===== config.mk =====
export PLATFORM = sky130hd
export DESIGN_NAME = ace_comparator_event_control
export DESIGN_NICKNAME = d
export VERILOG_FILES = /design/src/rtl/ace_pkg.sv /design/src/rtl/ace_comparator_event_control.sv
export SDC_FILE = /design/constraint.sdc
export NUM_CORES = 1
export LEC_CHECK = 0
export ABC_AREA = 1
export BUFFER_PORTS_ARGS = -buffer_cell sky130_fd_sc_hd__buf_2
export CAP_MARGIN = 20
export CORE_UTILIZATION = 35
export DETAILED_ROUTE_END_ITERATION = 10
export HOLD_SLACK_MARGIN = 0.06
export PLACE_DENSITY = 0.73
export SLEW_MARGIN = 20
export SYNTH_ARGS = -nofsm -noshare
export SYNTH_HDL_FRONTEND = slang
export SYNTH_SLANG_ARGS = --single-unit

===== constraint.sdc =====
create_clock -name clk -period 4.5 [get_ports clk]
set_clock_uncertainty 0.05 [all_clocks]
set_input_delay 0.675 -clock clk [delete_from_list [all_inputs] [get_ports clk]]
set_output_delay 0.675 -clock clk [all_outputs]
set_load 0.1 [all_outputs]

===== src/rtl/ace_pkg.sv =====
// Constants, register layout and carrier types for the comparator event control block
// Contract
// - Enable bit 15 turns the comparator on; zero keeps it off.
// - Output-enable bit 14 drives the result onto the external pin.
// - Invert bit 13 inverts the output; the readable result shows it.
// - Sticky event flag bit 9 sets on an event, blocks triggers until cleared.
// - Select 11 gives trigger, event and interrupt on any output change.
// - Select 10 gives an event on a falling polarity-adjusted output.
// - Select 01 gives an event on a rising polarity-adjusted output.
// - Select 00 gives no trigger, event or interrupt; the change interrupt status bit still sets on any output change.
// - Bit 4 picks internal reference or external positive pin for the plus input.
// - Bits 1-0 pick the minus input: external pin or three channel outputs.
// - A selected input missing from the package is tied to ground.
// - Unimplemented control bits read zero and ignore writes.
package ace_pkg;

  localparam int ACE_AW = 12;
  localparam logic [ACE_AW-1:0] ACE_SETTINGS_ADDR = 12'h000;
  localparam logic [ACE_AW-1:0] ACE_IRQ_STATUS_ADDR = 12'h004;
  localparam logic [ACE_AW-1:0] ACE_IRQ_MASK_ADDR = 12'h008;

  localparam int ACE_ON_BIT = 15;
  localparam int ACE_OE_BIT = 14;
  localparam int ACE_INV_BIT = 13;
  localparam int ACE_EVT_BIT = 9;
  localparam int ACE_RES_BIT = 8;
  localparam int ACE_EDGE_LSB = 6;
  localparam int ACE_REF_BIT = 4;
  localparam int ACE_CH_LSB = 0;

  // Writable bits of the settings word; bit 8 is read-only and the rest are unimplemented
  localparam logic [15:0] ACE_SETTINGS_WMASK = 16'hE2D3;
  localparam logic [15:0] ACE_SETTINGS_RESET = 16'h0000;

  localparam logic [1:0] ACE_EDGE_OFF = 2'h0;
  localparam logic [1:0] ACE_EDGE_RISE = 2'h1;
  localparam logic [1:0] ACE_EDGE_FALL = 2'h2;
  localparam logic [1:0] ACE_EDGE_ANY = 2'h3;

  localparam logic [1:0] ACE_IRQ_RESET = 2'h0;
  localparam int ACE_IRQ_EVENT = 0;
  localparam int ACE_IRQ_CHANGE = 1;

  typedef struct packed {
    logic comparator_on;
    logic output_invert;
    logic positive_ref_select;
    logic [1:0] negative_channel_select;
  } ace_analog_cfg_t;

  typedef struct packed {
    logic external_result_pin;
    logic external_result_pin_oe;
  } ace_pin_t;

endpackage


===== src/rtl/ace_comparator_event_control.sv =====
// Comparator event control: APB settings register, event detect, interrupt
`timescale 1ns/100ps
module ace_comparator_event_control
  import ace_pkg::*;
#(
  parameter logic [3:0] INPUT_AVAILABLE = 4'hF,
  parameter logic POSITIVE_PIN_AVAILABLE = 1'b1,
  parameter logic INTERNAL_REF_AVAILABLE = 1'b1
)
(
  input wire logic clk,
  input wire logic rst_n,
  input wire logic psel,
  input wire logic penable,
  input wire logic pwrite,
  input wire logic [31:0] paddr,
  input wire logic [31:0] pwdata,
  input wire logic [3:0] pstrb,
  output logic [31:0] prdata,
  output logic pready,
  output logic pslverr,
  input wire logic raw_compare,
  output ace_analog_cfg_t analog_cfg,
  output logic positive_tie_ground,
  output logic negative_tie_ground,
  output ace_pin_t result_pin,
  output logic compare_trigger,
  output logic irq
);

  logic [15:0] settings;
  logic [15:0] next_settings;
  logic [1:0] irq_status;
  logic [1:0] next_irq_status;
  logic [1:0] irq_mask;
  logic [1:0] next_irq_mask;
  logic sync_a;
  logic sync_b;
  logic prev_result;
  logic [31:0] next_prdata;
  logic trig_q;
  logic next_trig;

  logic wr_en;
  logic rd_en;
  logic hit_settings;
  logic hit_status;
  logic hit_mask;
  logic compare_result;
  logic rise;
  logic fall;
  logic edge_hit;
  logic [1:0] edge_sel;
  logic [15:0] wmask16;

  assign pready = 1'b1;
  assign hit_settings = (paddr[ACE_AW-1:0] == ACE_SETTINGS_ADDR);
  assign hit_status = (paddr[ACE_AW-1:0] == ACE_IRQ_STATUS_ADDR);
  assign hit_mask = (paddr[ACE_AW-1:0] == ACE_IRQ_MASK_ADDR);
  assign pslverr = psel && penable && !(hit_settings || hit_status || hit_mask);
  assign wr_en = psel && penable && pwrite && !pslverr;
  assign rd_en = psel && !penable && !pwrite;
  assign wmask16 = {{8{pstrb[1]}}, {8{pstrb[0]}}} & ACE_SETTINGS_WMASK;

  // Polarity applied after the synchroniser; result is gated off while disabled
  assign compare_result = settings[ACE_ON_BIT] & (sync_b ^ settings[ACE_INV_BIT]);
  assign rise = compare_result && !prev_result;
  assign fall = !compare_result && prev_result;
  assign edge_sel = settings[ACE_EDGE_LSB +: 2];

  always_comb
  begin
    case (edge_sel)
      ACE_EDGE_RISE: edge_hit = rise;
      ACE_EDGE_FALL: edge_hit = fall;
      ACE_EDGE_ANY: edge_hit = rise || fall;
      ACE_EDGE_OFF: edge_hit = 1'b0;
      default: edge_hit = 1'b0;
    endcase
  end

  always_comb
  begin
    next_settings = settings;
    if (wr_en && hit_settings)
    begin
      next_settings = (settings & ~wmask16) | (pwdata[15:0] & wmask16);
    end
    // Event set wins over a simultaneous software clear; flag blocks retriggers
    next_trig = edge_hit && !settings[ACE_EVT_BIT];
    if (next_trig)
    begin
      next_settings[ACE_EVT_BIT] = 1'b1;
    end
    next_settings[ACE_RES_BIT] = compare_result;
  end

  always_comb
  begin
    next_irq_status = irq_status;
    next_irq_mask = irq_mask;
    if (wr_en && hit_status && pstrb[0])
    begin
      next_irq_status = irq_status & ~pwdata[1:0];
    end
    if (wr_en && hit_mask && pstrb[0])
    begin
      next_irq_mask = pwdata[1:0];
    end
    if (next_trig)
    begin
      next_irq_status[ACE_IRQ_EVENT] = 1'b1;
    end
    if (rise || fall)
    begin
      next_irq_status[ACE_IRQ_CHANGE] = 1'b1;
    end
  end

  always_comb
  begin
    next_prdata = 32'h0000_0000;
    if (rd_en)
    begin
      if (hit_settings)
      begin
        next_prdata = {16'h0000, settings};
      end
      else if (hit_status)
      begin
        next_prdata = {30'h0000_0000, irq_status};
      end
      else if (hit_mask)
      begin
        next_prdata = {30'h0000_0000, irq_mask};
      end
    end
    else if (psel && penable)
    begin
      next_prdata = prdata;
    end
  end

  always_ff @(posedge clk)
  begin
    if (!rst_n)
    begin
      settings <= ACE_SETTINGS_RESET;
      irq_status <= ACE_IRQ_RESET;
      irq_mask <= ACE_IRQ_RESET;
      sync_a <= 1'b0;
      sync_b <= 1'b0;
      prev_result <= 1'b0;
      prdata <= 32'h0000_0000;
      trig_q <= 1'b0;
    end
    else
    begin
      settings <= next_settings;
      irq_status <= next_irq_status;
      irq_mask <= next_irq_mask;
      sync_a <= raw_compare;
      sync_b <= sync_a;
      prev_result <= compare_result;
      prdata <= next_prdata;
      trig_q <= next_trig;
    end
  end

  // Missing package inputs become ground at the analog mux
  always_comb
  begin
    analog_cfg.comparator_on = settings[ACE_ON_BIT];
    analog_cfg.output_invert = settings[ACE_INV_BIT];
    analog_cfg.positive_ref_select = settings[ACE_REF_BIT];
    analog_cfg.negative_channel_select = settings[ACE_CH_LSB +: 2];
    positive_tie_ground = settings[ACE_REF_BIT] ? !INTERNAL_REF_AVAILABLE
                                                : !POSITIVE_PIN_AVAILABLE;
    negative_tie_ground = !INPUT_AVAILABLE[settings[ACE_CH_LSB +: 2]];
    result_pin.external_result_pin = settings[ACE_RES_BIT];
    result_pin.external_result_pin_oe = settings[ACE_OE_BIT];
  end

  assign compare_trigger = trig_q;
  assign irq = |(irq_status & irq_mask);

endmodule // ace_comparator_event_control


; Word level (Yosys, flattened, before mapping)
; Index checks and enable logic that the tools add are counted.
[word_totals]
ff_bits = 55
input_bits = 74
output_inout_bits = 45
wordCells = 70
[op_classes]
magnitude_cmp = 1
n_eq_ne = 6
mux = 13
n_bitwise = 9
reduce_logical = 31
[ops]
columns = cell, n
row1 = $mux W32, 2
row2 = $and A16 B16 Y16, 2
row3 = $mux W16, 1
row4 = $not A16 Y16, 1
row5 = $or A16 B16 Y16, 1
row6 = $logic_and A1 B1 Y1, 14
row7 = $eq A12 B3 Y1 const B, 1
row8 = $eq A12 B4 Y1 const B, 1
row9 = $logic_not A12 Y1, 1
row10 = $mux W10, 1
row11 = $logic_not A1 Y1, 8
row12 = $mux W2, 3
row13 = $reduce_bool A2 Y1, 3
row14 = $and A2 B2 Y2, 2
row15 = $eq A2 B2 Y1 const B, 2
row16 = $mux W1, 4
row17 = $pmux W1 S4, 1
row18 = $logic_or A1 B1 Y1, 3
row19 = $lt A2 B3 Y1 const B, 1
row20 = $bmux W1 S2, 1
row21 = $eq A2 B1 Y1 const B, 1
row22 = $logic_not A2 Y1, 1
row23 = $ne A2 B2 Y1 const B, 1
row24 = $not A2 Y2, 1
row25 = other kinds (3), 3

; Longest topological paths before layout
; Gate-level depths: netlist (run 1).
[depth]
word_depth = 11
mapped_depth = 10
mapped_depth_nobuf = 10

; Least setup slack after synthesis (run 1)
; Ideal clock, no wire load.
[synth_timing]
path_kind = input port to output port
start = input port paddr[11]
end = output port pslverr
arrival_time_ns = 2.347
setup_slack_ns = 1.428
stages = 4
path_buffers = 0
cell_sequence = nor2_1 > nand2_1 > nor2_4 > a21oi_1
[synth_between]
elab_chain_cells = 5
[synth_lines]
columns = item, line
row1 = start: declaration, ace_comparator_event_control.sv:16  ; input wire logic [31:0] paddr,
row2 = $eq A12 B3 Y1 or $logic_not A12 Y1 (tied branches), "ace_comparator_event_control.sv:58, ace_comparator_event_control.sv:57"
row3 = $logic_or A1 B1 Y1, ace_comparator_event_control.sv:60  ; assign pslverr = psel && penable && !(hit_settings || hit_status || hit_mask);
row4 = $logic_or A1 B1 Y1 *, ace_comparator_event_control.sv:60
row5 = $logic_not A1 Y1 *, ace_comparator_event_control.sv:60
row6 = $logic_and A1 B1 Y1 *, ace_comparator_event_control.sv:60
row7 = end: declaration, ace_comparator_event_control.sv:21  ; output logic pslverr,
; Mark *: on every way between the ends. The rest lies on a longest branch, timed or not.

; Worst setup path after layout (run 1)
; Same ends and word-level chain as after synthesis.

==> run summary, run 1 <==
Cell mode on critical path: buf_2
Seq/Total Area, Yosys: 0.352
Row count: 23
Post-synthesis mux area share: 0.00653
Largest net degree at the start of global routing: 16
Synth Area in Simple Gates: 0.321
Dpl hpwl: 2250 µm
Critical Path AT: 1.62 ns
Cell count after synthesis: 220
Synth Cell Area: 1530 µm²
N_diodes: 0
CTS sink count: 27
Total number of vias: 1279
Leakage: 0.880 nW
Clock transition at path regs: 0.09 ns
Fin. max-slew vios: 0
Final Critical Period: 2.35 ns
Post-synth EDFFs: 0
Placed insts: 307
Fmax: 0.426 GHz
Adder-Cell Fraction of Synth Area: 0.0163
Drt first pass iters: 4
CTS Root Cell: clkbuf_8
Synth cell count leaders: 54 x nand2_1, 32 x buf_4, 29 x nor2_1, 27 x dfxtp_1, 24 x inv_1
Worst Hold Class: register to register
CTS Hold Bufs: 0
YS warnings: 0
Die Ht: 68.2 µm
# Post-CTS Setup Buffers: 0
Setup Crit Path Kind: primary input to output port
Period Utilization, post-route: 0.522
Iter 0 DRT Violations: 57
GPL Wtd Cong: 0.778
Final setup vio count: 0
Peak supply drop: 104 µV
Status: finished, final reports clean
Layout area overhead: 12.2%
Synth area leader: dfxtp_1
Post-synthesis cell type count: 27
Worst Setup End Kind: output port
Largest cells by area after synthesis: dfxtp_1 35%, buf_4 16%, nand2_1 13%, nor2_1 7.1%, inv_1 5.9%
Initial antenna violation count: 0
Final hold vios: 0
Synth Register Bits: 27
CTS tree: done
Avg Vias per Cell: 4.11
WL per Instance: 9.17 µm
Post-synth top flop: dfxtp_1
Congestion Overflow GR: 0
Number of remaining DRC errors: 0
Worst-Skew Late Latency: 0.26 ns
Hold WS: 0.370 ns
Core area: 4120 µm²
Final wirelength: 2850 µm
CTS H-tree lvls: 1
Num ports: 119
CTS max path bufs: 2
RSZ-0062 raised after global routing: no
CP required: 3.77 ns
Largest family of logic cells by synthesized area: simple AND/OR/NAND/NOR gates
CTS Buf Count: 3
MaxCap Viol Count: 0
Nets@finish: 338
First-pass GRT wire length: 4580 µm
Post-synth top area share: 0.352
Share of flip-flops with an asynchronous set or reset: 0
Total track usage: 0.126
Setup crit start kind: primary input
Post-route insts no fill: 311
Total Power: 0.000499 W
Routed Antenna Nets: 0
Layout cells sized above 1: 0.241
IO buf count: 48
Crit path largest cell delay: 0.30 ns
Post_cts resized: 0
Pwr dens: 290 nW/µm²
Die X: 68.2 µm
Synth Area in XOR/XNOR: 0
Vias in the first global route: 1082
Starting Density: 0.373
Final TNS setup: 0 ns
Synth Area in Compound Gates: 0.0718
Post-synthesis area per instance: 6.97 µm²
Die area: 4650 µm²
Most common cell in the netlist: nand2_1
Crit-path cells: buf_2 > nor2_1 > nand2_1 > nor2_4 > a21oi_1 > buf_2
CP max-delay cell: buf_2
Worst Path Max Fanout: 10
## layout make-up
class                      count  area, µm²
fill                         462       2390
sequential                    27        541
inverter                      27        101
tap                           50       62.6
clock buffer                   4       45.0
multi-input combinational    155        731
timing repair buffer          48        240
## final timing paths
kind	start	endpoint	slack, ns	cells past startpoint
max	paddr[11]	pslverr	2.15	6
min reg2reg	sync_a	sync_b	0.37	2
min	sync_a	sync_b	0.37	2
max reg2reg	register	settings[9]	2.65	9
## critical path, delay by kind of cell
kind | cells | cell delay, ns
buffers and inverters | 2 | 0.39
AO/OA/AOI/OAI | 1 | 0.11
AND/OR/NAND/NOR | 3 | 0.44
## report_power, final
part	switching, W	internal [W]
Sequential	0.000000264	0.000239
Combinational	0.000113	0.0000143
Clock	0.0000684	0.0000632
## per-stage QoR
stage | worst slack, ns | utilization | cell area, µm²
detailed placement | 2.16 | 0.407 | 1680
floorplan | 1.43 | - | 1620
finish | 2.15 | 0.418 | 1720
global placement | 2.16 | 0.407 | 1680
global route | 2.08 | 0.418 | 1720
CTS | 2.16 | 0.418 | 1720
## kinds of logic (layout without fill, tap and decap cells)
| group | count (synthesis) | in the layout |
|---|---|---|
| other | 2 | 25 |
| and+or+nand+nor | 107 | 107 |
| DFF | 27 | 27 |
| muxes | 1 | 1 |
| adders and majority gates | 2 | 2 |
| buffers and inverters | 61 | 79 |
| AOI/OAI and AO/OA | 20 | 20 |
## placed cells by master, fill, tap and decap left out
| cell | synthesis | layout |
|---|---|---|
| mux2i_1 | 1 | 1 |
| clkbuf_1 | 2 | 1 |
| nor3_2 | 1 | 1 |
| nand2_4 | 1 | 1 |
| a22o_1 | 1 | 1 |
| nand3_1 | 9 | 9 |
| clkinv_1 | 1 | 1 |
| ha_1 | 2 | 2 |
| nor2_4 | 4 | 4 |
| nand2_1 | 54 | 54 |
| a21oi_2 | 1 | 1 |
| inv_1 | 24 | 24 |
| buf_2 | 0 | 48 |
| nand2_2 | 1 | 1 |
| dfxtp_1 | 27 | 27 |
| o211ai_1 | 1 | 1 |
| inv_2 | 2 | 2 |
| a21oi_1 | 15 | 15 |
| clkbuf_8 | 0 | 3 |
| conb_1 | 2 | 25 |
| nor2_1 | 29 | 29 |
| nand3b_1 | 1 | 1 |
| nor2_2 | 1 | 1 |
| or2_1 | 1 | 1 |
| or2_0 | 1 | 1 |
| o21ai_0 | 2 | 2 |
| nand4_4 | 1 | 1 |
| nor3_1 | 3 | 3 |
## routing by layer
metal	wire (µm)	GRT usage	vias to the layer above
met5	0	0	-
met4	4	0.0156	0
met3	207	0.0183	2
met2	1280	0.207	49
met1	1360	0.177	531
li1	-	-	697
Note: power is estimated with default switching activity, not from simulation.
==> run 2: changes to the inputs <==
ABC_AREA = 0   (was 1)
PLACE_DENSITY = 0.75   (was 0.73)
clock period = 2.46 ns   (was 4.5 ns; I/O delays follow)
==> run summary, run 2 <==
Synth area leader: dfxtp_1
Post-synth top area share: 0.373 (+0.0210)
Routed Antenna Nets: 0 (unchanged)
Largest cells by area after synthesis: dfxtp_1 37%, buf_4 17%, mux2i_1 8.3%, nand2_1 7.0%, a22o_1 5.4%
Die Ht: 66.3 µm (-2.8%)
Crit-path cells: buf_2 > nor4_4 > and3_2 > a21oi_2 > buf_2
Core area: 3970 µm² (-3.5%)
Die X: 66.3 µm (-2.8%)
Crit path largest cell delay: 0.34 ns (+0.04 ns)
CTS sink count: 27 (unchanged)
RSZ-0062 raised after global routing: no
Pwr dens: 560 nW/µm² (+93%)
# Post-CTS Setup Buffers: 0 (unchanged)
Critical Path AT: 1.42 ns (-0.20 ns)
Setup crit start kind: primary input
Post-synth top flop: dfxtp_1
Final Critical Period: 1.83 ns
Most frequent cells in the layout: 48 x buf_2, 27 x nand2_1, 27 x dfxtp_1
Leakage: 0.795 nW (-9.7%)
First-pass GRT wire length: 4110 µm (-10%)
Die area: 4400 µm² (-5.5%)
Seq/Total Area, Yosys: 0.373 (+0.0210)
Peak supply drop: 200 µV (+93%)
Total track usage: 0.121 (-0.00524)
Placed insts: 246 (-20%)
CTS Root Cell: clkbuf_8
Row count: 23 (unchanged)
CP max-delay cell: nor4_4
Final wirelength: 2690 µm (-5.6%)
Post_cts resized: 0 (unchanged)
Share of flip-flops with an asynchronous set or reset: 0 (unchanged)
Dpl hpwl: 2090 µm (-7.3%)
Drt first pass iters: 4 (unchanged)
Nets@finish: 277 (-18%)
Layout cells sized above 1: 0.305 (+0.0636)
Status: finished, final reports clean
Post-synth EDFFs: 0 (unchanged)
MaxCap Viol Count: 0 (unchanged)
Num ports: 119 (unchanged)
CTS H-tree lvls: 1 (unchanged)
Starting Density: 0.365 (-0.00823)
Final TNS setup: 0 ns (unchanged)
Period Utilization, post-route: 0.746
CTS max path bufs: 2 (unchanged)
Worst-Skew Late Latency: 0.27 ns (about the same)
Worst Path Max Fanout: 3 (-7)
Post-synthesis area per instance: 8.99 µm² (+29%)
Layout area overhead: 12.8%
Clock transition at path regs: 0.09 ns (about the same)
N_diodes: 0 (unchanged)
Final core utilization: 0.411 (-0.00691)
Total number of vias: 1094 (-14%)
Finished Cell Area: 1630 µm² (-5.1%)
Avg Vias per Cell: 4.38 (+6.4%)
Synth cell count leaders: 32 x buf_4, 27 x dfxtp_1, 27 x nand2_1, 12 x mux2i_1, 9 x a22o_1
Synth Cell Area: 1450 µm² (-5.6%)
CTS Hold Bufs: 0 (unchanged)
Most common cell in the netlist: buf_4
Iter 0 DRT Violations: 29 (-49%)
Final setup vio count: 0 (unchanged)
Fmax: 0.545 GHz
Synth Register Bits: 27 (unchanged)
Largest net degree at the start of global routing: 29 (+13)
Worst Hold Class: primary input to register
WL per Instance: 10.8 µm (+17%)
Most common cell after layout, fill and taps aside: buf_2
Initial antenna violation count: 0 (unchanged)
Cell mode on critical path: buf_2
Setup Crit Path Kind: primary input to output port
Congestion Overflow GR: 0 (unchanged)
Vias in the first global route: 945 (-13%)
CP required: 2.04 ns (-1.73 ns)
Post-route insts no fill: 250 (-20%)
CTS Buf Count: 3 (unchanged)
IO buf count: 48 (unchanged)
Number of remaining DRC errors: 0 (unchanged)
YS warnings: 0 (unchanged)
GPL Wtd Cong: 0.774 (-0.53%)
Final hold vios: 0 (unchanged)
Post-synthesis cell type count: 35 (+30%)
Cell count after synthesis: 161 (-27%)
Cell Area, Placed: 1590 µm² (-5.2%)
CTS tree: done
Fin. max-slew vios: 0 (unchanged)
Worst Setup End Kind: output port
## run 2: final cells by class
cell class | count | area [µm²]
Fill cell | 409 | 2340
Multi-Input combinational cell | 114 | 714
Sequential cell | 27 | 541
Timing Repair Buffer | 49 | 248
Tap cell | 50 | 62.6
Clock buffer | 4 | 45.0
Inverter | 6 | 22.5
## run 2: critical path: cells and delay by family
| family | cells | cell delay, ns |
|---|---|---|
| compound gates | 1 | 0.05 |
| simple gates | 2 | 0.60 |
| buf+inv | 2 | 0.39 |
## run 2: kinds of logic (layout without fill, tap and decap cells)
kind of cell / count (synthesis) / count (layout) / share of synthesized area
and+or+nand+nor: 54 / 54 / 0.219
buffers and inverters: 43 / 59 / 0.195
DFF: 27 / 27 / 0.373
AOI/OAI and AO/OA: 20 / 20 / 0.101
muxes: 12 / 12 / 0.0830
adders and majority gates: 2 / 2 / 0.0173
other: 2 / 25 / 0.00519
xor gates and xnor gates: 1 / 1 / 0.00605
## run 2: where the power goes
group	leakage [nW]	internal [W]	switching, W
Sequential	0.218	0.000438	0.000000422
Clock	0.0228	0.000116	0.000132
Combinational	0.555	0.0000259	0.000202
## run 2: worst paths after layout
path,start,to,slack [ns],cells past startpoint
hold / removal,raw_compare,sync_a,0.25,2
hold reg to reg,sync_a,sync_b,0.40,1
setup reg to reg,register,irq_status[0],0.75,7
setup / recovery,paddr[5],pslverr,0.63,5
## run 2: routing by layer
layer / GRT usage / routed length (µm) / up-vias
met4: 0.0479 / 27 / 0
li1: - / - / 565
met2: 0.210 / 1330 / 33
met3: 0.0121 / 114 / 3
met1: 0.150 / 1220 / 493
met5: 0 / 0 / -
## run 2: through the flow
stage,setup WS (ns),hold WS (ns),total power (W)
final,0.626,0.248,0.000915
after global routing,0.576,0.260,0.000946
after CTS,0.619,0.245,0.000923
after detailed placement,0.627,0.381,0.000677
after global placement,0.616,0.371,0.000676
after floorplan,0.501,0.362,0.000676
==> run 3: changes to the inputs <==
clock period = 1.7 ns   (was 2.46 ns; I/O delays follow)
==> run summary, run 3 (synthesized netlist as in run 2, its figures left out) <==
Iter 0 DRT Violations: 58 (+100%)
Drt first pass iters: 4 (unchanged)
Hold-critical path depth: 2 (unchanged)
CP required: 1.39 ns (-0.65 ns)
IO buf count: 48 (unchanged)
Hold Crit Endpoint: irq_status[1]
First-pass GRT wire length: 3950 µm (-4.0%)
Setup ws final: 0.0761 ns (-0.550 ns)
Worst Setup End Kind: output port
Largest net degree at the start of global routing: 29 (unchanged)
Congestion Overflow GR: 0 (unchanged)
Final wirelength: 2540 µm (-5.5%)
Fin. max-slew vios: 0 (unchanged)
Final setup vio count: 0 (unchanged)
RSZ-0062 raised after global routing: no
Core area: 3970 µm² (unchanged)
Pwr dens: 788 nW/µm² (+41%)
Worst-Skew Late Latency: 0.27 ns (about the same)
Cell count of the worst reg-to-reg path: 7 (unchanged)
Clock transition at path regs: 0.08 ns (about the same)
Die area: 4400 µm² (unchanged)
Placement Setup Slack: 0.0731 ns (-0.554 ns)
Die X: 66.3 µm (unchanged)
Starting Density: 0.365 (unchanged)
Dpl hpwl: 2070 µm (-0.87%)
Buffers & Inverters on Critical Path: 2 (unchanged)
CTS sink count: 27 (unchanged)
Hold WS: 0.133 ns (-0.115 ns)
Critical Path AT: 1.32 ns (-0.10 ns)
Hold_sp: pwdata[1]
FILL cells: 406 (-0.73%)
CTS H-tree lvls: 1 (unchanged)
CP top delay family: simple AND/OR/NAND/NOR gates
Total number of vias: 1069 (-2.3%)
GPL Wtd Cong: 0.808 (+4.4%)
Number of remaining DRC errors: 0 (unchanged)
Most frequent cells in the layout: 48 x buf_2, 27 x nand2_1, 26 x dfxtp_1
Die Ht: 66.3 µm (unchanged)
CTS Buf Count: 3 (unchanged)
Final Critical Period: 1.62 ns
Post-route insts no fill: 252 (+0.80%)
Total Power: 0.00132 W (+44%)
Nets@finish: 279 (+0.72%)
Peak supply drop: 286 µV (+43%)
Crit path largest cell delay: 0.34 ns (about the same)
CTS Root Cell: clkbuf_8
Leakage: 0.807 nW (+1.5%)
Initial antenna violation count: 0 (unchanged)
Num ports: 119 (unchanged)
Final hold vios: 0 (unchanged)
N_diodes: 0 (unchanged)
Critical R2R Launch: sync_b
Reg2reg setup slack: 0.15 ns (-0.60 ns)
Final TNS setup: 0 ns (unchanged)
CTS max path bufs: 2 (unchanged)
CTS tree: done
Worst Hold Class: primary input to register
Avg Vias per Cell: 4.24 (-3.1%)
MaxCap Viol Count: 0 (unchanged)
End of the worst register-to-register path: irq_status[0]
Fmax: 0.616 GHz
Period Utilization, post-route: 0.955
Layout area overhead: 15.8%
Crit-path cells: buf_2 > nor4_4 > and3_2 > a21oi_4 > buf_2
Status: finished, final reports clean
Setup crit start kind: primary input
Routed Antenna Nets: 0 (unchanged)
Setup Crit Path Kind: primary input to output port
Worst Path Max Fanout: 3 (unchanged)
Vias in the first global route: 915 (-3.2%)
Layout cells sized above 1: 0.327 (+0.0217)
WL per Instance: 10.1 µm (-6.3%)
Placed insts: 248 (+0.81%)
CP max-delay cell: nor4_4
Most common cell after layout, fill and taps aside: buf_2
Row count: 23 (unchanged)
Cell mode on critical path: buf_2
Total track usage: 0.117 (-0.00352)
run 3: cell count changes in the layout (fill, tap and decap cells not counted), sizes merged:
cell	previous run	this run
buf	49	51
run 3: stage by stage:
| stage | utilization | area, µm² |
|---|---|---|
| floorplan | - | 1550 |
| global placement | 0.405 | 1610 |
| detailed placement | 0.405 | 1610 |
| CTS | 0.417 | 1660 |
| global route | 0.422 | 1680 |
| finish | 0.422 | 1680 |
run 3: worst max path at each step:
stage / start / endpoint / cells after the start
floorplan: register / irq_status[0] / 7
detailed placement: paddr[5] / pslverr / 5
global placement: paddr[9] / pslverr / 5
finish: paddr[9] / pslverr / 5
global route: paddr[9] / pslverr / 5
CTS: paddr[9] / pslverr / 5
run 3: final cells by class:
| type | instances | area, µm² | share of cell area |
|---|---|---|---|
| sequential | 27 | 542 | 0.323 |
| multi-input combinational | 114 | 742 | 0.443 |
| clock buffer | 4 | 45.0 | 0.0269 |
| timing repair buffer | 51 | 263 | 0.157 |
| inverter | 6 | 22.5 | 0.0134 |
| tap | 50 | 62.6 | 0.0373 |
run 3: where the power goes:
group          switching (W)  internal [W]  leakage (nW)
clock               0.000187      0.000168        0.0228
sequential       0.000000965      0.000634         0.218
combinational       0.000293     0.0000383         0.566
total               0.000481      0.000840         0.807
run 3: what timing repair did:
item | CTS | global route
hold buffers | 0 | 0
buffers inserted | 0 | 0
setup endpoints to repair | 0 | 2
resized for setup | 0 | 3
run 3: per-layer routing:
layer | vias to the layer above | part of all wire | global-route usage
met3 | 2 | 0.057 | 0.0224
met4 | 0 | 0.0063 | 0.0479
met2 | 30 | 0.49 | 0.200
li1 | 566 | - | -
met5 | - | 0 | 0
met1 | 471 | 0.44 | 0.142
